### src/hdl/interval_timer_consts.vh
// Purpose: named constants of the three channel interval timer
// Assumes: included by bare name from the timer design file
// Notes: definitions only
`ifndef INTERVAL_TIMER_CONSTS_VH
`define INTERVAL_TIMER_CONSTS_VH

// port-select codes
`define SEL_CTRL 2'h3

// configuration word fields
`define CW_SC_HI 7
`define CW_SC_LO 6
`define CW_FMT_HI 5
`define CW_FMT_LO 4
`define CW_MODE_HI 3
`define CW_MODE_LO 1
`define CW_BCD 0

// byte format codes
`define FMT_LATCH 2'h0
`define FMT_LSB 2'h1
`define FMT_MSB 2'h2
`define FMT_BOTH 2'h3

// operating modes
`define MODE_TCINT 3'h0
`define MODE_ONESHOT 3'h1
`define MODE_RATE 3'h2
`define MODE_SQUARE 3'h3
`define MODE_SWSTROBE 3'h4
`define MODE_HWSTROBE 3'h5
`define MODE_ALIAS_HI 2'h3

// count values and decrement steps
`define CNT_ONE 16'h0001
`define CNT_TWO 16'h0002
`define STEP_ONE 2'h1
`define STEP_TWO 2'h2
`define STEP_THREE 2'h3
`define BYTE_ZERO 8'h00

`endif

### src/hdl/interval_timer.v
// Purpose: three channel programmable interval timer behind an 8-bit port
// Assumes: all pins synchronous to clock; count clocks much slower
// Notes: count clock edges are found by sampling, so each count clock
//        level must last at least one system clock period
`include "interval_timer_consts.vh"
`default_nettype none

// What this block does
// - Three independent 16-bit down counters with clock, gate and out.
// - Each counter decrements in binary or BCD as its configuration selects.
// - Bus access only with device select low; select never affects counting.
// - Port select 0..2 picks a counter, 3 picks the configuration word.
// - Data port undriven unless selected read of a counter port.
// - Configuration word is write-only; reading it drives nothing.
// - Counters act on the falling edge of their own count clock.
// - A capture freezes a copy for reading while counting continues.
// - Mode 0: out low after setup and load, high at terminal count.
// - Mode 0: counter keeps decrementing past terminal count without reload.
// - Mode 0: first byte of a new count halts, second byte restarts.
// - Mode 1: out falls on clock after gate rise, rises at terminal count.
// - Mode 1: every gate rise retriggers the full count.
// - Mode 1: new count waits for next trigger; reads never disturb pulse.
// - Mode 2: divide by N, out low one clock per N clocks.
// - Mode 2: a reload sets the next period, not the present one.
// - Mode 2: low gate forces out high; gate rise restarts from count.
// - Mode 2: out stays high after setup until a count is loaded.
// - Mode 3: decrement by two, toggle and reload at terminal count.
// - Mode 3: odd N steps 1 first while high, 3 first while low.
// - Mode 4: out high, count after load, one-clock low strobe at terminal.
// - Mode 4: low gate suspends counting; reload restarts from new value.
// - Mode 5: gate rise starts full count; one-clock low strobe at terminal.
// - Gate rise triggers modes 1,5, restarts modes 2,3; low gate stops others.
// - A written count enters the counter after a clock rise then fall.
// - A count of zero means 2^16 binary or 10^4 BCD.
// - Two-byte format: low byte first then high byte, for reads and writes.
module interval_timer #(
    parameter NUM_CH = 3,
    parameter CNT_W = 16
) (
    // clock and reset
    input wire clock,
    input wire rst_n,
    // host port
    input wire csN,
    input wire rdN,
    input wire wrN,
    input wire portSelectLsb,
    input wire portSelectMsb,
    input wire [7:0] dataIn,
    output wire [7:0] dataOut,
    output wire dataOe,
    // counter pins
    input wire [NUM_CH-1:0] countClk,
    input wire [NUM_CH-1:0] gate,
    output wire [NUM_CH-1:0] timerOut
);

    wire [1:0] portSel = {portSelectMsb, portSelectLsb};
    wire rdAct = !csN && !rdN && wrN;
    reg wrPrev_ff;
    reg rdAct_ff;
    reg [1:0] rdSel_ff;
    reg [7:0] dataOut_ff;
    wire [8*NUM_CH-1:0] rdBytes;
    wire [NUM_CH-1:0] outs;

    // write taken once, on the first cycle the strobe is seen low
    wire wrTake = !csN && !wrN && rdN && wrPrev_ff;
    // a read byte is consumed when the read strobe ends
    wire rdEnd = rdAct_ff && !rdAct;

    assign dataOe = rdAct && (portSel != `SEL_CTRL);
    assign dataOut = dataOut_ff;
    assign timerOut = outs;

    always @(posedge clock) begin
        if (!rst_n) begin
            wrPrev_ff <= 1'b1;
            rdAct_ff <= 1'b0;
            rdSel_ff <= 2'h0;
            dataOut_ff <= `BYTE_ZERO;
        end else begin
            wrPrev_ff <= wrN || csN;
            rdAct_ff <= rdAct;
            if (rdAct) begin
                rdSel_ff <= portSel;
            end
            if (portSel != `SEL_CTRL) begin
                dataOut_ff <= rdBytes[8*portSel +: 8];
            end else begin
                dataOut_ff <= `BYTE_ZERO;
            end
        end
    end

    function [15:0] decOne;
        input [15:0] v;
        input b;
        integer k;
        reg borrow;
        reg [15:0] r;
        begin
            r = v;
            borrow = 1'b1;
            if (!b) begin
                r = v - `CNT_ONE;
            end else begin
                for (k = 0; k < 4; k = k + 1) begin
                    if (borrow) begin
                        if (r[4*k +: 4] == 4'h0) begin
                            r[4*k +: 4] = 4'h9;
                        end else begin
                            r[4*k +: 4] = r[4*k +: 4] - 4'h1;
                            borrow = 1'b0;
                        end
                    end
                end
            end
            decOne = r;
        end
    endfunction

    // zero wraps to all nines or all ones, giving the maximum count
    function [15:0] decStep;
        input [15:0] v;
        input [1:0] s;
        input b;
        reg [15:0] r;
        begin
            r = decOne(v, b);
            if (s != `STEP_ONE) begin
                r = decOne(r, b);
            end
            if (s == `STEP_THREE) begin
                r = decOne(r, b);
            end
            decStep = r;
        end
    endfunction

    genvar i;
    generate
        for (i = 0; i < NUM_CH; i = i + 1) begin : chan
            reg [2:0] mode_ff;
            reg [1:0] fmt_ff;
            reg bcd_ff;
            reg [CNT_W-1:0] hold_ff;
            reg [CNT_W-1:0] init_ff;
            reg [CNT_W-1:0] cnt_ff;
            reg [CNT_W-1:0] latVal_ff;
            reg out_ff;
            reg pend_ff;
            reg rise_ff;
            reg wPtr_ff;
            reg rPtr_ff;
            reg lat_ff;
            reg run_ff;
            reg armed_ff;
            reg trig_ff;
            reg gPrev_ff;
            reg cPrev_ff;
            reg first_ff;
            reg fired_ff;

            wire tick = cPrev_ff && !countClk[i];
            wire clkRise = !cPrev_ff && countClk[i];
            wire gRise = !gPrev_ff && gate[i];
            wire trigNow = trig_ff || gRise;
            wire loadNow = tick && pend_ff && rise_ff;
            wire [CNT_W-1:0] initEff = loadNow ? hold_ff : init_ff;
            wire selW = wrTake && (portSel == i);
            wire ctrlW = wrTake && (portSel == `SEL_CTRL) &&
                (dataIn[`CW_SC_HI:`CW_SC_LO] == i);
            wire [1:0] cwFmt = dataIn[`CW_FMT_HI:`CW_FMT_LO];
            wire [2:0] cwMode = dataIn[`CW_MODE_HI:`CW_MODE_LO];
            wire [1:0] step = (first_ff && init_ff[0]) ?
                (out_ff ? `STEP_ONE : `STEP_THREE) : `STEP_TWO;
            wire [CNT_W-1:0] val = lat_ff ? latVal_ff : cnt_ff;
            wire hiByte = (fmt_ff == `FMT_MSB) ||
                ((fmt_ff == `FMT_BOTH) && rPtr_ff);

            assign rdBytes[8*i +: 8] = hiByte ? val[15:8] : val[7:0];
            assign outs[i] = out_ff;

            always @(posedge clock) begin
                if (!rst_n) begin
                    mode_ff <= `MODE_TCINT;
                    fmt_ff <= `FMT_BOTH;
                    bcd_ff <= 1'b0;
                    hold_ff <= 16'h0000;
                    init_ff <= 16'h0000;
                    cnt_ff <= 16'h0000;
                    latVal_ff <= 16'h0000;
                    out_ff <= 1'b0;
                    pend_ff <= 1'b0;
                    rise_ff <= 1'b0;
                    wPtr_ff <= 1'b0;
                    rPtr_ff <= 1'b0;
                    lat_ff <= 1'b0;
                    run_ff <= 1'b0;
                    armed_ff <= 1'b0;
                    trig_ff <= 1'b0;
                    // a gate already high after reset is not a trigger
                    gPrev_ff <= 1'b1;
                    cPrev_ff <= 1'b0;
                    first_ff <= 1'b0;
                    fired_ff <= 1'b1;
                end else begin
                    cPrev_ff <= countClk[i];
                    gPrev_ff <= gate[i];
                    // gate edges wait for the next count clock fall
                    trig_ff <= tick ? 1'b0 : trigNow;
                    if (clkRise && pend_ff) begin
                        rise_ff <= 1'b1;
                    end

                    if (tick) begin
                        case (mode_ff)
                        `MODE_TCINT: begin
                            if (loadNow) begin
                                cnt_ff <= hold_ff;
                                run_ff <= 1'b1;
                                out_ff <= 1'b0;
                            end else if (run_ff && gate[i]) begin
                                cnt_ff <= decStep(cnt_ff, `STEP_ONE,
                                    bcd_ff);
                                if (cnt_ff == `CNT_ONE) begin
                                    out_ff <= 1'b1;
                                end
                            end
                        end
                        `MODE_ONESHOT: begin
                            if (trigNow && (armed_ff || loadNow)) begin
                                cnt_ff <= initEff;
                                out_ff <= 1'b0;
                                fired_ff <= 1'b0;
                            end else begin
                                cnt_ff <= decStep(cnt_ff, `STEP_ONE,
                                    bcd_ff);
                                if (cnt_ff == `CNT_ONE && !fired_ff) begin
                                    out_ff <= 1'b1;
                                    fired_ff <= 1'b1;
                                end
                            end
                        end
                        `MODE_RATE: begin
                            if (!gate[i]) begin
                                out_ff <= 1'b1;
                            end else if (trigNow ||
                                (loadNow && !armed_ff)) begin
                                cnt_ff <= initEff;
                                out_ff <= 1'b1;
                            end else if (armed_ff) begin
                                if (cnt_ff == `CNT_ONE) begin
                                    cnt_ff <= initEff;
                                    out_ff <= 1'b1;
                                end else begin
                                    cnt_ff <= decStep(cnt_ff, `STEP_ONE,
                                        bcd_ff);
                                    out_ff <= (cnt_ff != `CNT_TWO);
                                end
                            end
                        end
                        `MODE_SQUARE: begin
                            if (!gate[i]) begin
                                out_ff <= 1'b1;
                            end else if (trigNow ||
                                (loadNow && !armed_ff)) begin
                                cnt_ff <= initEff;
                                out_ff <= 1'b1;
                                first_ff <= 1'b1;
                            end else if (armed_ff) begin
                                if (cnt_ff == {14'h0000, step}) begin
                                    out_ff <= !out_ff;
                                    cnt_ff <= initEff;
                                    first_ff <= 1'b1;
                                end else begin
                                    cnt_ff <= decStep(cnt_ff, step,
                                        bcd_ff);
                                    first_ff <= 1'b0;
                                end
                            end
                        end
                        `MODE_SWSTROBE, `MODE_HWSTROBE: begin
                            if ((mode_ff == `MODE_SWSTROBE) ? loadNow :
                                (trigNow && (armed_ff || loadNow))) begin
                                cnt_ff <= initEff;
                                run_ff <= 1'b1;
                                out_ff <= 1'b1;
                                fired_ff <= 1'b0;
                            end else if (run_ff && (gate[i] ||
                                mode_ff == `MODE_HWSTROBE)) begin
                                cnt_ff <= decStep(cnt_ff, `STEP_ONE,
                                    bcd_ff);
                                // strobe only once per load in mode 4, or once per trigger in mode 5
                                out_ff <= !(cnt_ff == `CNT_ONE &&
                                    !fired_ff);
                                if (cnt_ff == `CNT_ONE) begin
                                    fired_ff <= 1'b1;
                                end
                            end
                        end
                        default: begin
                            out_ff <= 1'b1;
                        end
                        endcase
                        if (loadNow) begin
                            init_ff <= hold_ff;
                            armed_ff <= 1'b1;
                            pend_ff <= 1'b0;
                            rise_ff <= 1'b0;
                        end
                    end

                    // reads: capture stays until every byte is taken
                    if (rdEnd && rdSel_ff == i) begin
                        if (fmt_ff == `FMT_BOTH) begin
                            rPtr_ff <= !rPtr_ff;
                        end
                        if (fmt_ff != `FMT_BOTH || rPtr_ff) begin
                            lat_ff <= 1'b0;
                        end
                    end

                    // host writes come last so they win over counting
                    if (ctrlW) begin
                        if (cwFmt == `FMT_LATCH) begin
                            if (!lat_ff) begin
                                latVal_ff <= cnt_ff;
                                lat_ff <= 1'b1;
                            end
                        end else begin
                            mode_ff <= (cwMode[1:0] == `MODE_ALIAS_HI) ?
                                {1'b0, cwMode[1:0]} : cwMode;
                            fmt_ff <= cwFmt;
                            bcd_ff <= dataIn[`CW_BCD];
                            out_ff <= (cwMode != `MODE_TCINT);
                            run_ff <= 1'b0;
                            armed_ff <= 1'b0;
                            pend_ff <= 1'b0;
                            rise_ff <= 1'b0;
                            wPtr_ff <= 1'b0;
                            rPtr_ff <= 1'b0;
                            lat_ff <= 1'b0;
                            fired_ff <= 1'b1;
                        end
                    end else if (selW) begin
                        rise_ff <= 1'b0;
                        case (fmt_ff)
                        `FMT_LSB: begin
                            hold_ff <= {`BYTE_ZERO, dataIn};
                            pend_ff <= 1'b1;
                        end
                        `FMT_MSB: begin
                            hold_ff <= {dataIn, `BYTE_ZERO};
                            pend_ff <= 1'b1;
                        end
                        default: begin
                            if (!wPtr_ff) begin
                                hold_ff[7:0] <= dataIn;
                                wPtr_ff <= 1'b1;
                                pend_ff <= 1'b0;
                                if (mode_ff == `MODE_TCINT) begin
                                    run_ff <= 1'b0;
                                end
                            end else begin
                                hold_ff[15:8] <= dataIn;
                                wPtr_ff <= 1'b0;
                                pend_ff <= 1'b1;
                            end
                        end
                        endcase
                    end
                end
            end
        end
    endgenerate

endmodule // interval_timer

`default_nettype wire

### config.mk
export PLATFORM = sky130hd
export DESIGN_NAME = interval_timer
export DESIGN_NICKNAME = d
export VERILOG_FILES = /design/src/hdl/interval_timer.v
export VERILOG_INCLUDE_DIRS = /design/src /design/src/hdl
export SDC_FILE = /design/constraint.sdc
export NUM_CORES = 1
export LEC_CHECK = 0
export BUFFER_PORTS_ARGS = -buffer_cell sky130_fd_sc_hd__buf_2
export CAP_MARGIN = 0
export CELL_PAD_IN_SITES_DETAIL_PLACEMENT = 1
export CELL_PAD_IN_SITES_GLOBAL_PLACEMENT = 1
export CORE_ASPECT_RATIO = 0.6
export CORE_MARGIN = 2
export CORE_UTILIZATION = 52
export DETAILED_ROUTE_END_ITERATION = 8
export PLACE_DENSITY = 0.95
export SYNTH_ARGS = -nofsm -noshare
export SYNTH_HDL_FRONTEND = slang
export SYNTH_SLANG_ARGS = --single-unit
### constraint.sdc
create_clock -name clock -period 10.7 [get_ports clock]
set_input_delay 0.535 -clock clock [delete_from_list [all_inputs] [get_ports clock]]
set_output_delay 0.535 -clock clock [all_outputs]
set_load 0.05 [all_outputs]
After elaboration in Yosys (flattened, before gate mapping)
Cells that the tools add are included.
- add/sub/neg operators: 45
- $mul: 0
- div/mod/pow operators: 0
- magnitude comparators: 0
- eq/ne operators: 114
- shift-type cells: 1
- multiplexer cells: 968
- bitwise logic cells: 5
- reduce and logical (&&, ||, !) cells: 199
- operators by type and width (operator ; number):
    $mux W16 ; 114
    $mux W1 ; 724
    $mux W4 ; 99
    $pmux W16 S5 ; 3
    $logic_not A4 Y1 ; 36
    $sub A16 B1 Y16 const B ; 9
    $sub A4 B1 Y4 const B ; 36
    $ne A4 B4 Y1 const B ; 27
    $reduce_and A12 Y1 ; 9
    $pmux W16 S2 ; 3
    $mux W8 ; 9
    $logic_and A1 B1 Y1 ; 56
    $eq A16 B1 Y1 const B ; 3
    $eq A16 B2 Y1 ; 3
    $ne A16 B2 Y1 const B ; 3
    $ne A5 B5 Y1 const B ; 9
    $ne A3 B3 Y1 const B ; 12
    $eq A2 B2 Y1 const B ; 14
    $logic_not A1 Y1 ; 28
    $reduce_and A3 Y1 ; 9
    $ne A2 B2 Y1 const B ; 13
    $reduce_and A8 Y1 ; 3
    $shiftx A24 B6 Y8 ; 1
    $logic_or A1 B1 Y1 ; 19
    other kinds (19) ; 90
- register bits: 261
- bits in latches: 0
- memory bits (writable): 0
- bits in read-only memories: 0
- input bits: 21
- output and inout bits: 12
- logic and storage cells: 1408
- memories: 0

Depth between registers and ports, before layout
Gate-level depths: netlist of run 1.
- depth in word-level cells: 118
- mapped depth: 21
- depth with buffers taken out: 18

Least setup slack after synthesis of run 1
Ideal clock, no wire load.
- path kind: flip-flop to flip-flop
- start: register chan[0].cnt_ff[0]
- end: register chan[0].cnt_ff[14]
- setup time: 0.070 ns
- arrival: 4.711 ns
- data required time: 10.630 ns
- slack: 5.918 ns
- stages on the path, launching flop included: 21
- path buffers: 4
- clock period less this slack: 4.782 ns
- cell sequence: dfxtp_1 > clkbuf_1 > inv_1 > ha_1 > clkbuf_1 > or4b_2 > o32ai_1 > a22oi_1 > clkbuf_1 > nor4_1 > nand3_1 > mux2i_1 > or4_1 > clkbuf_1 > ha_1 > nor3b_1 > a31oi_1 > a211o_1 > a221oi_1 > o211ai_1 > a21oi_1
- word-level cells in the longest chain between the ends: 61
- elaborated cells between the ends (all ways): 245
- classes of those cells: add/sub (9); eq/ne (6); mux (220); reduce/logical (10)
- RTL lines (what ; line ; source):
    from (decl) ; interval_timer.v:149 ; reg [CNT_W-1:0] cnt_ff;
    from (signal assigned) ; interval_timer.v:221 ; cnt_ff <= hold_ff;
    from (signal assigned) ; interval_timer.v:225 ; cnt_ff <= decStep(cnt_ff, `STEP_ONE,
    from (signal assigned) ; interval_timer.v:234 ; cnt_ff <= initEff;
    branches (longest 61 deep; another with $sub A16 B1 Y16) ; - ;
Several ways; the timed one is not identified. The select of a mux whose other input is x is not followed.
A chain may end at the register's enable or synchronous reset.

Worst setup path in the final report of run 1
Ends and elaborated chain as after synthesis.

==> results of run 1 <==
sequential cells by signal, indices dropped and copies added (netlist names), 6 cells and up:
name / cells
dataOut: 8
chan.init_ff: 48
chan.cnt_ff: 48
chan.hold_ff: 48
chan.mode_ff: 9
chan.fmt_ff: 6
chan.latVal_ff: 48
worst max-delay path by stage:
| stage | endpoint | depth (start not counted) |
|---|---|---|
| final | chan[0].cnt_ff[14] | 18 |
| after global routing | chan[0].cnt_ff[14] | 18 |
| after CTS | chan[0].cnt_ff[14] | 18 |
| after detailed placement | chan[0].cnt_ff[14] | 18 |
| after global placement | chan[0].cnt_ff[14] | 18 |
| after floorplan | chan[0].cnt_ff[14] | 20 |
stage by stage:
stage          instances  util [%]  worst slack, ns  hold slack [ns]  total power, mW
2_1_floorplan       2890         -             5.92            0.427             1.09
3_3_place_gp        3265      53.7             5.43            0.437             1.12
3_5_place_dp        3265      53.7             5.11            0.445             1.13
4_1_cts             3315      56.0             5.02            0.216             2.12
5_1_grt             3318      56.1             4.43            0.246             2.17
6_report            3319      56.1             4.91            0.220             2.13
cells in the final DEF (no fill, tap or decap), drive strengths merged, types with 14 or more instances in the layout:
| master | instances |
|---|---|
| a211oi | 34 |
| a21boi | 22 |
| a21o | 24 |
| a21oi | 285 |
| a221oi | 16 |
| a311oi | 17 |
| a31oi | 57 |
| and2 | 37 |
| and3 | 25 |
| buf | 75 |
| clkbuf | 40 |
| dfxtp | 261 |
| ha | 44 |
| inv | 72 |
| mux2 | 15 |
| mux2i | 78 |
| mux4 | 24 |
| nand2 | 415 |
| nand2b | 31 |
| nand3 | 144 |
| nand4 | 28 |
| nor2 | 258 |
| nor2b | 21 |
| nor3 | 74 |
| nor4 | 44 |
| o2111ai | 14 |
| o211ai | 32 |
| o21a | 19 |
| o21ai | 153 |
| o221ai | 16 |
| o22ai | 31 |
| o31ai | 29 |
| or2 | 30 |
| or3 | 27 |
| or4 | 28 |
| xnor2 | 54 |
| xor2 | 25 |
worst max-delay path, cell delays in order (launching register included):
cell and delay, ns:
dfxtp_1 0.50, inv_1 0.23, ha_1 0.43, or3b_2 0.66, nor3_1 0.46, a21oi_1 0.11
o21ai_0 0.43, inv_1 0.13, ha_1 0.31, a31oi_1 0.20, nor4_1 0.07, or4_1 0.64
ha_1 0.27, nor3b_1 0.22, a31oi_1 0.09, a211o_1 0.30, a221oi_1 0.26, o211ai_1 0.14
a21oi_1 0.21
power by group through the flow:
stage	Sequential (mW)	Clock, mW	Combinational, mW
after floorplan	1.00	0	0.0846
after global placement	1.01	0	0.117
after detailed placement	1.01	0	0.122
after CTS	0.984	1.01	0.124
after global routing	0.985	1.05	0.137
final	0.985	1.02	0.130
routing by layer:
metal,vias up,global-route usage (%),share of wire [%]
li1,10400,-,-
met3,289,12.5,13
met2,1533,60.2,42
met5,-,1.80,0.12
met4,2,12.6,3.2
met1,11900,56.1,42
layout make-up:
| class | instances | area (sq um) |
|---|---|---|
| Tap cell | 522 | 653 |
| Timing Repair Buffer | 75 | 483 |
| Multi-Input combinational cell | 2338 | 14500 |
| Antenna cell | 4 | 10.0 |
| Inverter | 69 | 264 |
| Clock inverter | 10 | 119 |
| Clock buffer | 40 | 795 |
| Fill cell | 5014 | 17300 |
| Sequential cell | 261 | 5230 |
cell families after synthesis:
group / share of synthesized area (%)
muxes: 7.17
xor gates and xnor gates: 3.32
and+or+nand+nor: 28.7
adders and majority gates: 2.69
buffers and inverters: 5.46
DFF: 25.1
AOI/OAI and AO/OA: 27.6
==> results.yml, run 1 <==
detailed_routing:
  first_iter_violations: 3368
  drc: 0
  routed_via_density: 7.26
  wl_per_cell_um: 26.6
  totalWireLength_um: 88400
  via_count: 24100
  dr.pass1.iters: 6
  detail-route-antenna-nets: 0
die:
  dieArea_sq_um: 41800
  die_w_um: 262
  die_height_um: 159
  initial_core_util_pct: 53.0
  rows: 56
  core_sq_um: 39300
  io_pins: 33
placed_design:
  dpl.hpwl_um: 63900
  gp_congestion: 1.02
  io_buffers: 32
  dpl-instance-area_sq_um: 21100
timing:
  maxSlewHeadroom_pct: 11.9
  rsz0062_at_grt: "no"
  hold_viol: 0
  tightest_slew_ns: 1.30
  drv_slew: 0
  clock.fmax_mhz: 173
  timing.final.crit_period_ns: 5.79
  setup_violations: 0
  setup_tns_ns: 0
  min_period_over_period_pct: 54.1
  skew_ns: 0.0305
hold_path:
  min_to: "chan[2].gPrev_ff"
  hold_depth: 3
  hold_start: "gate[2]"
  min_path_type: "in -> reg"
cts:
  cts_root_buffer: "clkbuf_16"
  clkTransAtPathRegs_ns: 0.07
  holdBufCountCts: 0
  clk_latency_ns: 0.58
  tritoncts: "built"
  h-tree-depth: 1
  post_cts_buffers: 0
  post_cts_resized: 0
  cts_sinks: 261
  cts_buffers: 27
  clk_path_buf_depth: 3
power_and_ir_drop:
  seqPwrFrac_pct: 46.1
  power_leakage_nw: 8.12
  netSwitchingPower_uw: 558
  powerDensity_nw_per_um2: 96.9
  ir_worst_vdd_mv: 0.110
  intPower_mw: 1.58
  swShare_pct: 26.1
  clock_power_share_pct: 47.8
  pwr-share-comb_pct: 6.1
synthesis:
  ys.flop_type: "dfxtp_1"
  syn_avg_cell_area_sq_um: 7.21
  synth_top_cells_by_count: "nand2_1, a21oi_1, dfxtp_1"
  syn-num-nets: 2955
  yosysUniqueCellTypes: 109
  synth-seq-cells: 261
  yosysTopAreaCellShare_pct: 25.1
  synth_edf_count: 0
  synth_area_leaders: "dfxtp_1, nand2_1, a21oi_1, nor2_1, mux2i_1"
  yosysMostFrequentCell: "nand2_1"
  async_reset_ff_share_pct: 0
  ys_warn_count: 0
  syn_inst: 2890
  netlist_area_sq_um: 20800
  synth.yosys.seq_area_share_pct: 25.1
  synth_area_leader_cell: "dfxtp_1"
final_layout:
  fin_area_sq_um: 22000
  area_growth_pct: 5.70
  nNetsFinal: 2837
  drive_above_1_share_pct: 8.56
setup_path:
  r2r-end: "chan[0].cnt_ff[14]"
  worstPathRequired_ns: 11.18
  ff2ff_path_depth: 18
  cp.arrival_ns: 6.26
  rr_startpoint: "chan[0].cnt_ff[0]"
  critPathKind: "reg -> reg"
  critPathLaunchType: "flop"
  critPathLaunch: "chan[0].cnt_ff[0]"
  rrSetupSlack_ns: 4.91
  path_max_fanout: 17
  end_kind: "flop"
grt:
  antenna_found_initial: 3
  grt_max_degree: 67
  overflow: 0
  grt_first_pass_wirelength_um: 137000
  first_global_vias: 23800
  grt_usage_pct: 40.6
flow_run:
  max-cap-violations: 0
run_status:
  status: "complete, no violations"
Power figures use the tool's default switching activity.
==> run 2, diff against run 1 <==
--- a/config.mk
+++ b/config.mk
@@ -12,9 +12,9 @@
 export CELL_PAD_IN_SITES_GLOBAL_PLACEMENT = 1
 export CORE_ASPECT_RATIO = 0.6
 export CORE_MARGIN = 2
-export CORE_UTILIZATION = 52
+export CORE_UTILIZATION = 48
 export DETAILED_ROUTE_END_ITERATION = 8
-export PLACE_DENSITY = 0.95
+export PLACE_DENSITY = 0.91
 export SYNTH_ARGS = -nofsm -noshare
 export SYNTH_HDL_FRONTEND = slang
 export SYNTH_SLANG_ARGS = --single-unit
==> constraint.sdc (replaced) <==
create_clock -name clock -period 5.4 [get_ports clock]
set_input_delay 0.27 -clock clock [delete_from_list [all_inputs] [get_ports clock]]
set_output_delay 0.27 -clock clock [all_outputs]
set_load 0.05 [all_outputs]
==> run 2 against run 1 <==
- routed wire length grew 0.22%
- total power increased by 110%
- via count is 0.45% lower
- clock power is 120% higher
- clock skew shrank 0.0048 ns
- count of clock-buffer cells in the layout fell by 4
- global-route usage fell by 2.0 points
- die area increased by 8.2%
- first-iteration DRC count is 5.2% lower
- highest routed layer unchanged
- critical endpoint is now chan[2].cnt_ff[10]
==> results.yml, run 2 (synthesis results as in run 1) <==
final_layout:
  instances_no_fill: 3424
  utilization_pct: 52.5
  drive_above_1_share_pct: 10.2
  final_cell_mix: "nand2_1, a21oi_1, dfxtp_1"
  nNetsFinal: 2888
  mostFrequentLayoutCell: "nand2_1"
  area_growth_pct: 8.50
cts:
  h-tree-depth: 1
  cts_buffers: 27
  cts_root_buffer: "clkbuf_16"
  clk_path_buf_depth: 3
  cts_sinks: 261
  clk_latency_ns: 0.59
  clkTransAtPathRegs_ns: 0.08
  tritoncts: "built"
  post_cts_buffers: 0
power_and_ir_drop:
  ir_worst_vdd_mv: 0.227
  p_total_mw: 4.41
  power_leakage_nw: 8.43
  powerDensity_nw_per_um2: 195
die:
  die_w_um: 273
  io_pins: 33
  initial_core_util_pct: 48.4
  die_height_um: 165
  dieArea_sq_um: 45200
  core_sq_um: 43100
  rows: 59
detailed_routing:
  via_count: 24000
  wl_per_cell_um: 25.9
  routed_via_density: 7.01
  first_iter_violations: 3192
  drc: 0
  detail-route-antenna-nets: 0
  dr.pass1.iters: 7
  totalWireLength_um: 88600
grt:
  grt_use_met1_pct: 53.4
  grt_usage_pct: 38.6
  grt_first_pass_wirelength_um: 139000
  first_global_vias: 24200
  met2_usage_pct: 57.8
  antenna_found_initial: 2
  overflow: 0
  busiest_layer: "met2"
  grt_use_met3_pct: 10.7
  grt_max_degree: 102
setup_path:
  critPathLaunchType: "flop"
  critPathLaunch: "chan[2].cnt_ff[1]"
  worstPathRequired_ns: 5.89
  end_kind: "flop"
  critPathKind: "reg -> reg"
  path_max_fanout: 14
  cp.arrival_ns: 5.58
  rr_startpoint: "chan[2].cnt_ff[1]"
timing:
  setup_ws_ns: 0.309
  setup_violations: 0
  tightest_slew_ns: 1.42
  rsz0062_at_grt: "no"
  hold_viol: 0
  maxSlewHeadroom_pct: 4.33
  timing.final.crit_period_ns: 5.09
  setup_tns_ns: 0
  clock.fmax_mhz: 196
  drv_slew: 0
  min_period_over_period_pct: 94.3
  skew_ns: 0.0257
run_status:
  status: "complete, no violations"
hold_path:
  min_path_type: "in -> reg"
  hold_start: "rdN"
placed_design:
  dpl.hpwl_um: 64400
  gp_congestion: 0.997
  io_buffers: 32
  pre_cts_slack_ns: 0.193
  dpl.cell_count: 3364
flow_run:
  max-cap-violations: 0
-- run 2: where the power goes --
group          switching [mW]  total, mW  internal [mW]
sequential             0.0157       1.95           1.93
combinational           0.190      0.265         0.0752
clock                   0.928       2.20           1.27
total                    1.13       4.41           3.28
-- run 2: what timing repair did --
item,CTS,global route
hold endpoints to repair,7,0
hold buffers,8,0
resized for setup,0,4
setup endpoints to repair,0,7
-- run 2: routing by layer --
layer | vias to the layer above | part of all wire (%)
met4 | 4 | 3.2
met2 | 1469 | 42
met3 | 260 | 12
met1 | 11800 | 42
met5 | - | 0.072
li1 | 10500 | -
-- run 2: final timing paths --
path,cells after the start,to,slack [ns]
setup / recovery,15,chan[2].cnt_ff[10],0.31
hold / removal,4,rdSel_ff[1],0.09
setup reg to reg,15,chan[2].cnt_ff[10],0.31
hold reg to reg,2,chan[0].latVal_ff[2],0.46
-- run 2: final cells by class --
cell class	instances	area (sq um)
sequential	261	5230
antenna	1	2.50
timing repair buffer	126	896
fill	5470	20500
clock buffer	36	779
multi-input combinational	2338	14500
inverter	69	264
clock inverter	14	226
tap	579	724
-- run 2: worst max-delay path: stages (launching register included) --
cell	delay, ns
dfxtp_1	0.63
inv_1	0.19
ha_1	0.33
mux2i_2	0.42
nor3_1	0.20
or4_1	0.60
a21boi_0	0.18
a221oi_1	0.38
and2_1	0.30
ha_1	0.26
nand3_1	0.15
nor3_2	0.44
a31oi_1	0.16
a41oi_1	0.28
o221ai_1	0.18
a41o_1	0.29
-- run 2: per-stage QoR --
stage / instance area [sq um] / hold WS, ns
after floorplan: 20800 / 0.366
after global placement: 21500 / 0.438
after detailed placement: 21500 / 0.446
after CTS: 22600 / 0.0815
after global routing: 22600 / 0.109
final: 22600 / 0.0902
